$ cat config.mk
export PLATFORM = sky130hd
export DESIGN_NAME = tpc_core
export DESIGN_NICKNAME = d
export VERILOG_FILES = /design/src/tpc_pkg.sv /design/src/tpc_fifo.sv /design/src/tpc_core.sv
export VERILOG_INCLUDE_DIRS = /design/src
export SDC_FILE = /design/constraint.sdc
export NUM_CORES = 1
export LEC_CHECK = 0
export BUFFER_PORTS_ARGS = -buffer_cell sky130_fd_sc_hd__clkbuf_2
export CAP_MARGIN = 5
export CORE_ASPECT_RATIO = 1.2
export CORE_UTILIZATION = 61
export DETAILED_ROUTE_END_ITERATION = 16
export GPL_TIMING_DRIVEN = 0
export PLACE_DENSITY = 0.87
export SYNTH_ARGS = -nofsm -noshare
export SYNTH_HDL_FRONTEND = slang
export SYNTH_SLANG_ARGS = --single-unit
$ cat constraint.sdc
create_clock -name i_mclk -period 4.1 [get_ports i_mclk]
set_input_delay 0.615 -clock i_mclk [delete_from_list [all_inputs] [get_ports i_mclk]]
set_output_delay 0.615 -clock i_mclk [all_outputs]
set_load 0.05 [all_outputs]
$ cat src/tpc_regs.svh
// constants for the tag programmer command interpreter
`ifndef TPC_REGS_SVH
`define TPC_REGS_SVH
`define TPC_CLK_HZ 25000000
`define TPC_BAUD 9600
`define TPC_BIT_CYCLES (`TPC_CLK_HZ / `TPC_BAUD)
`define TPC_DATA_BITS 8
`define TPC_TIMEOUT_MS 3000
`define TPC_TIMEOUT_CYCLES (`TPC_CLK_HZ / 1000 * `TPC_TIMEOUT_MS)
`define TPC_BUF_BYTES 16
`define TPC_HEX_CHARS 32
`define TPC_FIFO_DEPTH 32
`define TPC_CH_WAKE 8'h57
`define TPC_CH_READY 8'h52
`define TPC_CH_BLANK 8'h54
`define TPC_CH_BLANK_OK 8'h59
`define TPC_CH_BLANK_BAD 8'h4e
`define TPC_CH_PROG 8'h56
`define TPC_CH_PROG_OK 8'h79
`define TPC_CH_PROG_BAD 8'h6e
`define TPC_CH_INVALID 8'h49
`endif

$ cat src/tpc_pkg.sv
// types for the tag programmer command interpreter
package tpc_pkg;
   typedef enum logic [2:0] {
      ST_SLEEP,
      ST_IDLE,
      ST_BLANK_WAIT,
      ST_LOAD,
      ST_LOADED,
      ST_PROG_WAIT
   } tpc_state_t;
endpackage

$ cat src/tpc_fifo.sv
// parameterised flip-flop fifo with valid/ready on both sides
`timescale 1ns/1ps
`default_nettype none
module tpc_fifo #(
   parameter int WIDTH = 8,
   parameter int DEPTH = 32
) (
   input wire logic i_mclk,
   input wire logic i_arst_n,
   input wire logic i_in_valid,
   output logic o_in_ready,
   input wire logic [WIDTH-1:0] i_in_data,
   output logic o_out_valid,
   input wire logic i_out_ready,
   output logic [WIDTH-1:0] o_out_data
);
   localparam int AW = $clog2(DEPTH);
   logic [WIDTH-1:0] mem [DEPTH];
   logic [AW-1:0] wr_ptr;
   logic [AW-1:0] rd_ptr;
   logic [AW:0] count;
   logic push;
   logic pop;

   assign o_in_ready = (count != (AW+1)'(DEPTH));
   assign o_out_valid = (count != '0);
   assign o_out_data = mem[rd_ptr];
   assign push = i_in_valid && o_in_ready;
   assign pop = o_out_valid && i_out_ready;

   always_ff @(posedge i_mclk) begin
      if (push) begin
         mem[wr_ptr] <= i_in_data;
      end
   end

   always_ff @(posedge i_mclk or negedge i_arst_n) begin
      if (!i_arst_n) begin
         wr_ptr <= '0;
         rd_ptr <= '0;
         count <= '0;
      end else begin
         if (push) begin
            wr_ptr <= (wr_ptr == AW'(DEPTH-1)) ? '0 : wr_ptr + 1'b1;
         end
         if (pop) begin
            rd_ptr <= (rd_ptr == AW'(DEPTH-1)) ? '0 : rd_ptr + 1'b1;
         end
         count <= count + (AW+1)'(push) - (AW+1)'(pop);
      end
   end

   AST_NO_OVERFLOW: assert property (@(posedge i_mclk) disable iff (!i_arst_n)
      count <= (AW+1)'(DEPTH)) else $error("fifo count above depth");
endmodule
`default_nettype wire

$ cat src/tpc_core.sv
// tag programmer host command interpreter with serial link
`timescale 1ns/1ps
`default_nettype none
`include "tpc_regs.svh"
// Overview of operation
// link runs 9600 baud, 8 data bits, one stop, no parity.
// 57h wakes the interpreter; it answers 52h when ready.
// 54h starts a contactless blank and lock check of the tag.
// blank and unlocked tag answers 59h; loading may proceed.
// not blank or locked answers 4Eh.
// host must get a positive blank check before loading data.
// host sends 16 bytes as 32 hex characters, high nibble first.
// every data character accepted during loading is echoed back.
// host sends hex letters only in upper case.
// all 16 bytes always move; 96-bit tags ignore bits 33 to 64.
// 56h after a full load programs the tag and verifies it.
// matching verify answers 79h.
// failed program or verify answers 6Eh.
// over 3 s with no host character drops back to reset state.
// non-hex character during loading reports invalid data.
// program and verify takes roughly 3 to 4 s before the answer.
// blank check precedes programming; each attempt ends pass or fail.
// the invalid data report is the single character 49h.
// after timeout or invalid report host restarts with wake-up.
// program before blank check and full load, unknown commands ignored.
module tpc_core #(
   parameter int TIMEOUT_CYCLES = `TPC_TIMEOUT_CYCLES,
   parameter int BIT_CYCLES = `TPC_BIT_CYCLES
) (
   input wire logic i_mclk,
   input wire logic i_arst_n,
   input wire logic i_rxd,
   output logic o_txd,
   output logic o_blank_start,
   input wire logic i_blank_done,
   input wire logic i_blank_ok,
   output logic o_prog_start,
   output logic [127:0] o_prog_data,
   input wire logic i_prog_done,
   input wire logic i_prog_ok,
   output logic o_busy
);
   localparam int BIT_CYC = BIT_CYCLES;
   localparam int HALF_CYC = BIT_CYC / 2;

   // pin synchroniser
   logic rxd_meta;
   logic rxd_sync;
   always_ff @(posedge i_mclk or negedge i_arst_n) begin
      if (!i_arst_n) begin
         rxd_meta <= 1'b1;
         rxd_sync <= 1'b1;
      end else begin
         rxd_meta <= i_rxd;
         rxd_sync <= rxd_meta;
      end
   end

   // receiver: start, 8 data lsb first, stop
   logic [12:0] rx_cnt;
   logic [3:0] rx_bit;
   logic rx_busy;
   logic [7:0] rx_shift;
   logic rx_valid;
   logic [7:0] rx_data;
   always_ff @(posedge i_mclk or negedge i_arst_n) begin
      if (!i_arst_n) begin
         rx_cnt <= '0;
         rx_bit <= '0;
         rx_busy <= 1'b0;
         rx_shift <= '0;
         rx_valid <= 1'b0;
         rx_data <= '0;
      end else begin
         rx_valid <= 1'b0;
         if (!rx_busy) begin
            if (!rxd_sync) begin
               rx_busy <= 1'b1;
               rx_cnt <= 13'(HALF_CYC);
               rx_bit <= '0;
            end
         end else if (rx_cnt != '0) begin
            rx_cnt <= rx_cnt - 1'b1;
         end else begin
            rx_cnt <= 13'(BIT_CYC - 1);
            rx_bit <= rx_bit + 1'b1;
            if (rx_bit == 4'h0 && rxd_sync) begin
               rx_busy <= 1'b0; // false start
            end else if (rx_bit >= 4'h1 && rx_bit <= 4'(`TPC_DATA_BITS)) begin
               rx_shift <= {rxd_sync, rx_shift[7:1]};
            end else if (rx_bit == 4'(`TPC_DATA_BITS + 1)) begin
               rx_busy <= 1'b0;
               if (rxd_sync) begin
                  rx_valid <= 1'b1;
                  rx_data <= rx_shift;
               end
            end
         end
      end
   end

   AST_RX_PULSE: assert property (@(posedge i_mclk) disable iff (!i_arst_n)
      rx_valid |=> !rx_valid) else $error("receive strobe longer than one cycle");
   AST_RX_BAD_STOP: assert property (@(posedge i_mclk) disable iff (!i_arst_n)
      rx_busy && rx_cnt == '0 && rx_bit == 4'(`TPC_DATA_BITS + 1) && !rxd_sync
      |=> !rx_valid) else $error("frame with low stop bit accepted");
   AST_RX_CNT_RANGE: assert property (@(posedge i_mclk) disable iff (!i_arst_n)
      rx_busy |-> rx_cnt <= 13'(BIT_CYC - 1)) else $error("receive bit timer out of range");

   // answer path through fifo to transmitter
   logic tx_push;
   logic [7:0] tx_push_data;
   logic tx_ready_in;
   logic tx_have;
   logic [7:0] tx_head;
   logic tx_pop;
   tpc_fifo #(.WIDTH(8), .DEPTH(`TPC_FIFO_DEPTH)) u_fifo (
      .i_mclk(i_mclk),
      .i_arst_n(i_arst_n),
      .i_in_valid(tx_push),
      .o_in_ready(tx_ready_in),
      .i_in_data(tx_push_data),
      .o_out_valid(tx_have),
      .i_out_ready(tx_pop),
      .o_out_data(tx_head)
   );

   logic [12:0] tx_cnt;
   logic [3:0] tx_bit;
   logic tx_busy;
   logic [9:0] tx_frame;
   assign tx_pop = tx_have && !tx_busy;
   always_ff @(posedge i_mclk or negedge i_arst_n) begin
      if (!i_arst_n) begin
         tx_cnt <= '0;
         tx_bit <= '0;
         tx_busy <= 1'b0;
         tx_frame <= '1;
         o_txd <= 1'b1;
      end else if (!tx_busy) begin
         o_txd <= 1'b1;
         if (tx_have) begin
            tx_busy <= 1'b1;
            tx_frame <= {1'b1, tx_head, 1'b0};
            tx_cnt <= '0;
            tx_bit <= '0;
         end
      end else if (tx_cnt != '0) begin
         tx_cnt <= tx_cnt - 1'b1;
      end else if (tx_bit == 4'ha) begin
         tx_busy <= 1'b0;
      end else begin
         o_txd <= tx_frame[0];
         tx_frame <= {1'b1, tx_frame[9:1]};
         tx_bit <= tx_bit + 1'b1;
         tx_cnt <= 13'(BIT_CYC - 1);
      end
   end

   AST_TX_IDLE_HIGH: assert property (@(posedge i_mclk) disable iff (!i_arst_n)
      !tx_busy |-> o_txd) else $error("line not idle high between frames");
   AST_TX_START_BIT: assert property (@(posedge i_mclk) disable iff (!i_arst_n)
      $rose(tx_busy) |=> !o_txd) else $error("frame without start bit");
   AST_TX_BIT_TIME: assert property (@(posedge i_mclk) disable iff (!i_arst_n)
      tx_cnt <= 13'(BIT_CYC - 1)) else $error("transmit bit timer out of range");
   AST_TX_ROOM: assert property (@(posedge i_mclk) disable iff (!i_arst_n)
      tx_push |-> tx_ready_in) else $error("answer dropped at full queue");

   // hex decode of received character
   logic is_hex;
   logic [3:0] nib;
   always_comb begin
      is_hex = 1'b1;
      nib = '0;
      if (rx_data >= 8'h30 && rx_data <= 8'h39) begin
         nib = rx_data[3:0];
      end else if (rx_data >= 8'h41 && rx_data <= 8'h46) begin
         nib = 4'(rx_data[3:0] + 4'h9);
      end else begin
         is_hex = 1'b0;
      end
   end

   AST_HEX_LOWER: assert property (@(posedge i_mclk) disable iff (!i_arst_n)
      rx_data >= 8'h61 && rx_data <= 8'h66 |-> !is_hex) else $error("lower case letter taken as hex");

   // command state machine
   tpc_pkg::tpc_state_t state;
   logic [5:0] nib_cnt;
   logic [31:0] idle_cnt;
   logic timeout;
   assign timeout = (idle_cnt >= 32'(TIMEOUT_CYCLES));
   assign o_busy = (state == tpc_pkg::ST_BLANK_WAIT) || (state == tpc_pkg::ST_PROG_WAIT);

   // host silence timer, held at zero while the tag operation runs
   always_ff @(posedge i_mclk or negedge i_arst_n) begin
      if (!i_arst_n) begin
         idle_cnt <= '0;
      end else if (rx_valid || state == tpc_pkg::ST_SLEEP || o_busy || timeout) begin
         idle_cnt <= '0;
      end else begin
         idle_cnt <= idle_cnt + 1'b1;
      end
   end

   AST_TIMER_LIMIT: assert property (@(posedge i_mclk) disable iff (!i_arst_n)
      idle_cnt <= 32'(TIMEOUT_CYCLES)) else $error("silence timer ran past its limit");
   AST_TIMER_FROZEN: assert property (@(posedge i_mclk) disable iff (!i_arst_n)
      o_busy |-> idle_cnt == '0) else $error("silence timer ran during tag operation");
   AST_TIMER_HOST: assert property (@(posedge i_mclk) disable iff (!i_arst_n)
      rx_valid |=> idle_cnt == '0) else $error("host character did not restart timer");

   always_ff @(posedge i_mclk or negedge i_arst_n) begin
      if (!i_arst_n) begin
         state <= tpc_pkg::ST_SLEEP;
         nib_cnt <= '0;
         o_prog_data <= '0;
         o_blank_start <= 1'b0;
         o_prog_start <= 1'b0;
         tx_push <= 1'b0;
         tx_push_data <= '0;
      end else begin
         o_blank_start <= 1'b0;
         o_prog_start <= 1'b0;
         tx_push <= 1'b0;
         if (timeout) begin
            state <= tpc_pkg::ST_SLEEP;
         end else begin
            case (state)
               tpc_pkg::ST_SLEEP: begin
                  if (rx_valid && rx_data == `TPC_CH_WAKE) begin
                     state <= tpc_pkg::ST_IDLE;
                     tx_push <= 1'b1;
                     tx_push_data <= `TPC_CH_READY;
                  end
               end
               tpc_pkg::ST_IDLE, tpc_pkg::ST_LOADED: begin
                  if (rx_valid && rx_data == `TPC_CH_BLANK) begin
                     state <= tpc_pkg::ST_BLANK_WAIT;
                     o_blank_start <= 1'b1;
                  end else if (rx_valid && rx_data == `TPC_CH_PROG && state == tpc_pkg::ST_LOADED) begin
                     state <= tpc_pkg::ST_PROG_WAIT;
                     o_prog_start <= 1'b1;
                  end
                  // other characters ignored
               end
               tpc_pkg::ST_BLANK_WAIT: begin
                  if (i_blank_done) begin
                     tx_push <= 1'b1;
                     nib_cnt <= '0;
                     if (i_blank_ok) begin
                        tx_push_data <= `TPC_CH_BLANK_OK;
                        state <= tpc_pkg::ST_LOAD;
                     end else begin
                        tx_push_data <= `TPC_CH_BLANK_BAD;
                        state <= tpc_pkg::ST_IDLE;
                     end
                  end
               end
               tpc_pkg::ST_LOAD: begin
                  if (rx_valid) begin
                     tx_push <= 1'b1;
                     if (is_hex) begin
                        tx_push_data <= rx_data;
                        o_prog_data <= {o_prog_data[123:0], nib};
                        nib_cnt <= nib_cnt + 1'b1;
                        if (nib_cnt == 6'(`TPC_HEX_CHARS - 1)) begin
                           state <= tpc_pkg::ST_LOADED;
                        end
                     end else begin
                        tx_push_data <= `TPC_CH_INVALID;
                        state <= tpc_pkg::ST_SLEEP;
                     end
                  end
               end
               tpc_pkg::ST_PROG_WAIT: begin
                  if (i_prog_done) begin
                     tx_push <= 1'b1;
                     tx_push_data <= i_prog_ok ? `TPC_CH_PROG_OK : `TPC_CH_PROG_BAD;
                     state <= tpc_pkg::ST_IDLE;
                  end
               end
               default: begin
                  state <= tpc_pkg::ST_SLEEP;
               end
            endcase
         end
      end
   end

   AST_WAKE_ANSWER: assert property (@(posedge i_mclk) disable iff (!i_arst_n)
      state == tpc_pkg::ST_SLEEP && rx_valid && rx_data == `TPC_CH_WAKE && !timeout
      |=> tx_push && tx_push_data == `TPC_CH_READY) else $error("wake not answered");
   AST_BLANK_START: assert property (@(posedge i_mclk) disable iff (!i_arst_n)
      o_blank_start |-> state == tpc_pkg::ST_BLANK_WAIT) else $error("blank start misplaced");
   AST_BLANK_OK: assert property (@(posedge i_mclk) disable iff (!i_arst_n)
      state == tpc_pkg::ST_BLANK_WAIT && i_blank_done && i_blank_ok && !timeout
      |=> tx_push_data == `TPC_CH_BLANK_OK && state == tpc_pkg::ST_LOAD) else $error("blank pass wrong");
   AST_BLANK_BAD: assert property (@(posedge i_mclk) disable iff (!i_arst_n)
      state == tpc_pkg::ST_BLANK_WAIT && i_blank_done && !i_blank_ok && !timeout
      |=> tx_push_data == `TPC_CH_BLANK_BAD) else $error("blank fail wrong");
   AST_ECHO: assert property (@(posedge i_mclk) disable iff (!i_arst_n)
      state == tpc_pkg::ST_LOAD && rx_valid && is_hex && !timeout
      |=> tx_push && tx_push_data == $past(rx_data)) else $error("no echo");
   AST_INVALID: assert property (@(posedge i_mclk) disable iff (!i_arst_n)
      state == tpc_pkg::ST_LOAD && rx_valid && !is_hex && !timeout
      |=> tx_push_data == `TPC_CH_INVALID && state == tpc_pkg::ST_SLEEP) else $error("invalid not sent");
   AST_PROG_GATED: assert property (@(posedge i_mclk) disable iff (!i_arst_n)
      o_prog_start |-> $past(state) == tpc_pkg::ST_LOADED) else $error("program without load");
   AST_PROG_RESULT: assert property (@(posedge i_mclk) disable iff (!i_arst_n)
      state == tpc_pkg::ST_PROG_WAIT && i_prog_done && !timeout
      |=> tx_push && tx_push_data == ($past(i_prog_ok) ? `TPC_CH_PROG_OK : `TPC_CH_PROG_BAD))
      else $error("program result wrong");
   AST_TIMEOUT: assert property (@(posedge i_mclk) disable iff (!i_arst_n)
      timeout |=> state == tpc_pkg::ST_SLEEP) else $error("timeout ignored");
   AST_BLANK_PULSE: assert property (@(posedge i_mclk) disable iff (!i_arst_n)
      o_blank_start |=> !o_blank_start) else $error("blank start longer than one cycle");
   AST_PROG_PULSE: assert property (@(posedge i_mclk) disable iff (!i_arst_n)
      o_prog_start |=> !o_prog_start) else $error("program start longer than one cycle");
   AST_PROG_HELD: assert property (@(posedge i_mclk) disable iff (!i_arst_n)
      o_busy |=> $stable(o_prog_data)) else $error("buffer changed during tag operation");
   AST_PROG_FAIL: assert property (@(posedge i_mclk) disable iff (!i_arst_n)
      state == tpc_pkg::ST_PROG_WAIT && i_prog_done && !i_prog_ok && !timeout
      |=> tx_push && tx_push_data == `TPC_CH_PROG_BAD) else $error("program failure not reported");
   AST_PROG_FULL: assert property (@(posedge i_mclk) disable iff (!i_arst_n)
      o_prog_start |-> nib_cnt == 6'(`TPC_HEX_CHARS)) else $error("program started without full load");
   AST_LOADED_FULL: assert property (@(posedge i_mclk) disable iff (!i_arst_n)
      state == tpc_pkg::ST_LOADED |-> nib_cnt == 6'(`TPC_HEX_CHARS)) else $error("loaded with short buffer");
   AST_LOAD_END: assert property (@(posedge i_mclk) disable iff (!i_arst_n)
      state == tpc_pkg::ST_LOAD && rx_valid && is_hex && nib_cnt == 6'(`TPC_HEX_CHARS - 1) && !timeout
      |=> state == tpc_pkg::ST_LOADED) else $error("load did not end after last digit");
   AST_LOAD_SHIFT: assert property (@(posedge i_mclk) disable iff (!i_arst_n)
      state == tpc_pkg::ST_LOAD && rx_valid && is_hex && !timeout
      |=> o_prog_data == {$past(o_prog_data[123:0]), $past(nib)}) else $error("buffer shift wrong");
   AST_IDLE_IGNORE: assert property (@(posedge i_mclk) disable iff (!i_arst_n)
      state == tpc_pkg::ST_IDLE && rx_valid && rx_data != `TPC_CH_BLANK && !timeout
      |=> state == tpc_pkg::ST_IDLE && !tx_push) else $error("unknown command acted on");
   AST_SLEEP_SILENT: assert property (@(posedge i_mclk) disable iff (!i_arst_n)
      state == tpc_pkg::ST_SLEEP && !(rx_valid && rx_data == `TPC_CH_WAKE)
      |=> !tx_push && state == tpc_pkg::ST_SLEEP) else $error("sleeping interpreter answered");
endmodule
`default_nettype wire

==> impl_metrics.tcl <==
set metrics [dict create \
    portBuffers 138 \
    synth_top_area_cell "edfxtp_1" \
    synthArstFlopShare 0.5048 \
    cts_tree "yes" \
    synth_ff_type "edfxtp_1" \
    power.static_leakage_nw 10.53 \
    hold_start "i_rxd" \
    power_density_nw_per_um2 403.3 \
    grt_pass1_wl_mm 78.20 \
    worst_ir_drop_vdd_mv 0.3633 \
    synth_area_leaders "edfxtp_1 35%, dfrtp_1 28%, mux4_2 7.3%" \
    fp-row-count 75 \
    yosysTopAreaCellShare 0.3502 \
    area_growth_pct 13.48 \
    dp_hpwl_mm 31.82 \
    via_per_inst 6.323 \
    nets 1630 \
    clock_path_buffers 3 \
    path_cells "inv_1 -> ha_1 -> nor4bb_2 -> or2_2 -> inv_1 -> clkbuf_1 -> ha_1 -> inv_1 -> ha_1 -> a21o_1 -> a21oi_1 -> o21bai_1 -> a21oi_1 -> xor2_1" \
    required_ns 4.59 \
    core_area_um2 35190 \
    finalCritPeriodShare 0.9169 \
    tightest_slew_ns 1.337 \
    crit_start "u_fifo.count[2]$_DFF_PN0_" \
    ys_types 79 \
    grt_pass1_vias 13652 \
    arrival_ns 4.25 \
    crit_type "flip-flop to flip-flop" \
    ys_ff_latch 517 \
    drive_gt1_frac 0.2736 \
    netlist_instances 1398 \
    clk_pin_slew_ns 0.06 \
    wl_per_cell_um 23.64 \
    h-tree-depth 2 \
    cts_buffers 49 \
    pin_count 139 \
    skew_ns 0.02388 \
    cts-root-buf "clkbuf_16" \
    crit_family "simple AND/OR/NAND/NOR gates" \
    synth_common_cells "256 x edfxtp_1, 249 x dfrtp_1, 101 x nor2_1" \
    rsz0062_at_grt "no" \
    place_congestion 0.9230 \
    yosysSeqAreaShare 0.6485 \
    grt_antenna_before_repair 0 \
    die_x_um 175.2 \
    power.total_w 0.01004 \
    grt_max_degree 109 \
    die-area_um2 36750 \
    maxSlewHeadroom 0.1001 \
    syn_avg_cell_area_um2 15.70 \
    drv_slew 0 \
    drc 0 \
    place_area_um2 23300 \
    drv_cap 0 \
    clk_latency_ns 0.57 \
    cp-end-kind "flip-flop" \
    ant_nets 0 \
    fin_area_um2 24910 \
    finalWirelength_mm 49.46 \
    period_needed_ns 3.759 \
    worstSetupStartpointType "flip-flop" \
    cpPeakStageDelay_ns 0.54 \
    holdBufCountCts 0 \
    r2r-start "u_fifo.count[2]$_DFF_PN0_" \
    fmaxAchievable_ghz 0.2660 \
    syn-cell-area_um2 21950 \
    cp_slowest_cell "nor4bb_2" \
    drt-initial-drc-count 1367 \
    post_cts_buffers 0 \
    first_pass_iters 7 \
    start_util 0.6237 \
    hold_violations 0 \
    ys_warn_count 0 \
    cp_max_fo 10 \
    hold_path_class "input pin to flip-flop" \
    post-synth-top-count-cell "edfxtp_1" \
    die_h_um 209.8 \
    setup_viol 0 \
    vias 13227 \
    synth_edf_count 256 \
    clock_sinks 517 \
    status "finished, final reports clean" \
    path_buf_inv 4 \
    grt_usage 0.2783 \
    grt.overflow.total 0 \
    diodes 0 \
]
layout by cell type, fill, tap and decap left out, drive strengths merged, types with 7 or more instances in the layout:
| cell type | instances |
|---|---|
| a21oi | 30 |
| a221o | 7 |
| and3 | 10 |
| buf | 26 |
| clkbuf | 232 |
| clkinv | 21 |
| dfrtp | 249 |
| dfstp | 12 |
| edfxtp | 256 |
| ha | 30 |
| inv | 43 |
| mux2 | 152 |
| mux2i | 8 |
| mux4 | 71 |
| nand2 | 53 |
| nand2b | 7 |
| nand3 | 34 |
| nand3b | 17 |
| nand4 | 13 |
| nor2 | 101 |
| nor3 | 22 |
| nor4 | 9 |
| o211ai | 7 |
| o21ai | 41 |
| o221ai | 7 |
| o22a | 8 |
| o31ai | 9 |
| or3 | 8 |
| or4 | 10 |
| xnor2 | 9 |
| xor2 | 26 |
cell families (layout without fill, tap and decap cells):
group | count (synthesis) | after routing | share of synthesized area
xor gates and xnor gates | 35 | 35 | 0.01397
and+or+nand+nor | 321 | 321 | 0.07588
adders and majority gates | 31 | 31 | 0.01801
buffers and inverters | 103 | 331 | 0.02229
muxes | 231 | 231 | 0.1716
other | 1 | 5 | 0.0001709
AOI/OAI and AO/OA | 159 | 159 | 0.04960
DFF | 517 | 517 | 0.6485
final cells by class:
type                            instances  area (um2)
Timing Repair Buffer                  140       754.5
Fill cell                            2099       10280
Inverter                               41       153.9
Tap cell                              462       578.1
Sequential cell                       517       14230
Multi-Input combinational cell        782        7253
Clock inverter                         32       306.5
Buffer                                 61       331.6
Clock buffer                           57        1296
power breakdown:
part / total, W / leakage (nW) / internal, W / switching (W)
sequential: 0.00544 / 5.99 / 0.00543 / 0.0000142
clock: 0.00453 / 0.788 / 0.00259 / 0.00194
combinational: 0.0000733 / 3.75 / 0.0000143 / 0.0000590
total: 0.0100 / 10.5 / 0.00803 / 0.00202
worst paths after layout:
check                                         endpoint  slack, ns  cells after the start
setup / recovery             u_fifo.count[5]$_DFF_PN0_       0.34                     14
hold / removal                      rxd_meta$_DFF_PN1_       0.14                      1
setup reg to reg             u_fifo.count[5]$_DFF_PN0_       0.34                     14
hold reg to reg                     rxd_sync$_DFF_PN1_       0.35                      0
max in group asynchronous  o_prog_data[67]$_DFFE_PN0P_       2.64                      3
min in group asynchronous        rx_cnt[9]$_DFFE_PN0P_       0.18                      1
stage by stage:
| stage | TNS, ns | setup WS, ns | utilization | cells | hold slack [ns] |
|---|---|---|---|---|---|
| after detailed placement | -0.01262 | -0.01262 | 0.6622 | 2004 | 0.3473 |
| after global routing | 0 | 0.1018 | 0.7078 | 2092 | 0.1193 |
| after global placement | -709.22 | -2.835 | 0.6602 | 2002 | 0.3460 |
| after floorplan | 0 | 0.9451 | - | 1402 | 0.3194 |
| final | 0 | 0.3407 | 0.7078 | 2092 | 0.1357 |
| after CTS | 0 | 0.05655 | 0.7079 | 2093 | 0.1179 |
registers in the layout, summed over array words and instances, names as in the netlist, 3 cells and up:
name,cells
tx_cnt,13
o_prog_data,128
rx_bit,4
u_fifo.rd_ptr,5
u_fifo.count,6
nib_cnt,6
rx_shift,8
tx_bit,4
idle_cnt,32
state,3
u_fifo.wr_ptr,5
tx_frame,9
u_fifo.mem,256
rx_data,8
tx_push_data,8
rx_cnt,13
timing repair:
item	4_1_cts	5_1_grt
setup endpoints to repair	2	2
gates resized for setup	1	0
cloned	0	0
per-layer routing:
metal | GRT usage | wire length (um)
met1 | 0.3480 | 18190
met2 | 0.4896 | 26390
met3 | 0.03895 | 2933
met4 | 0.1124 | 1943
met5 | 0 | 0
(Power assumes the default switching activity.)
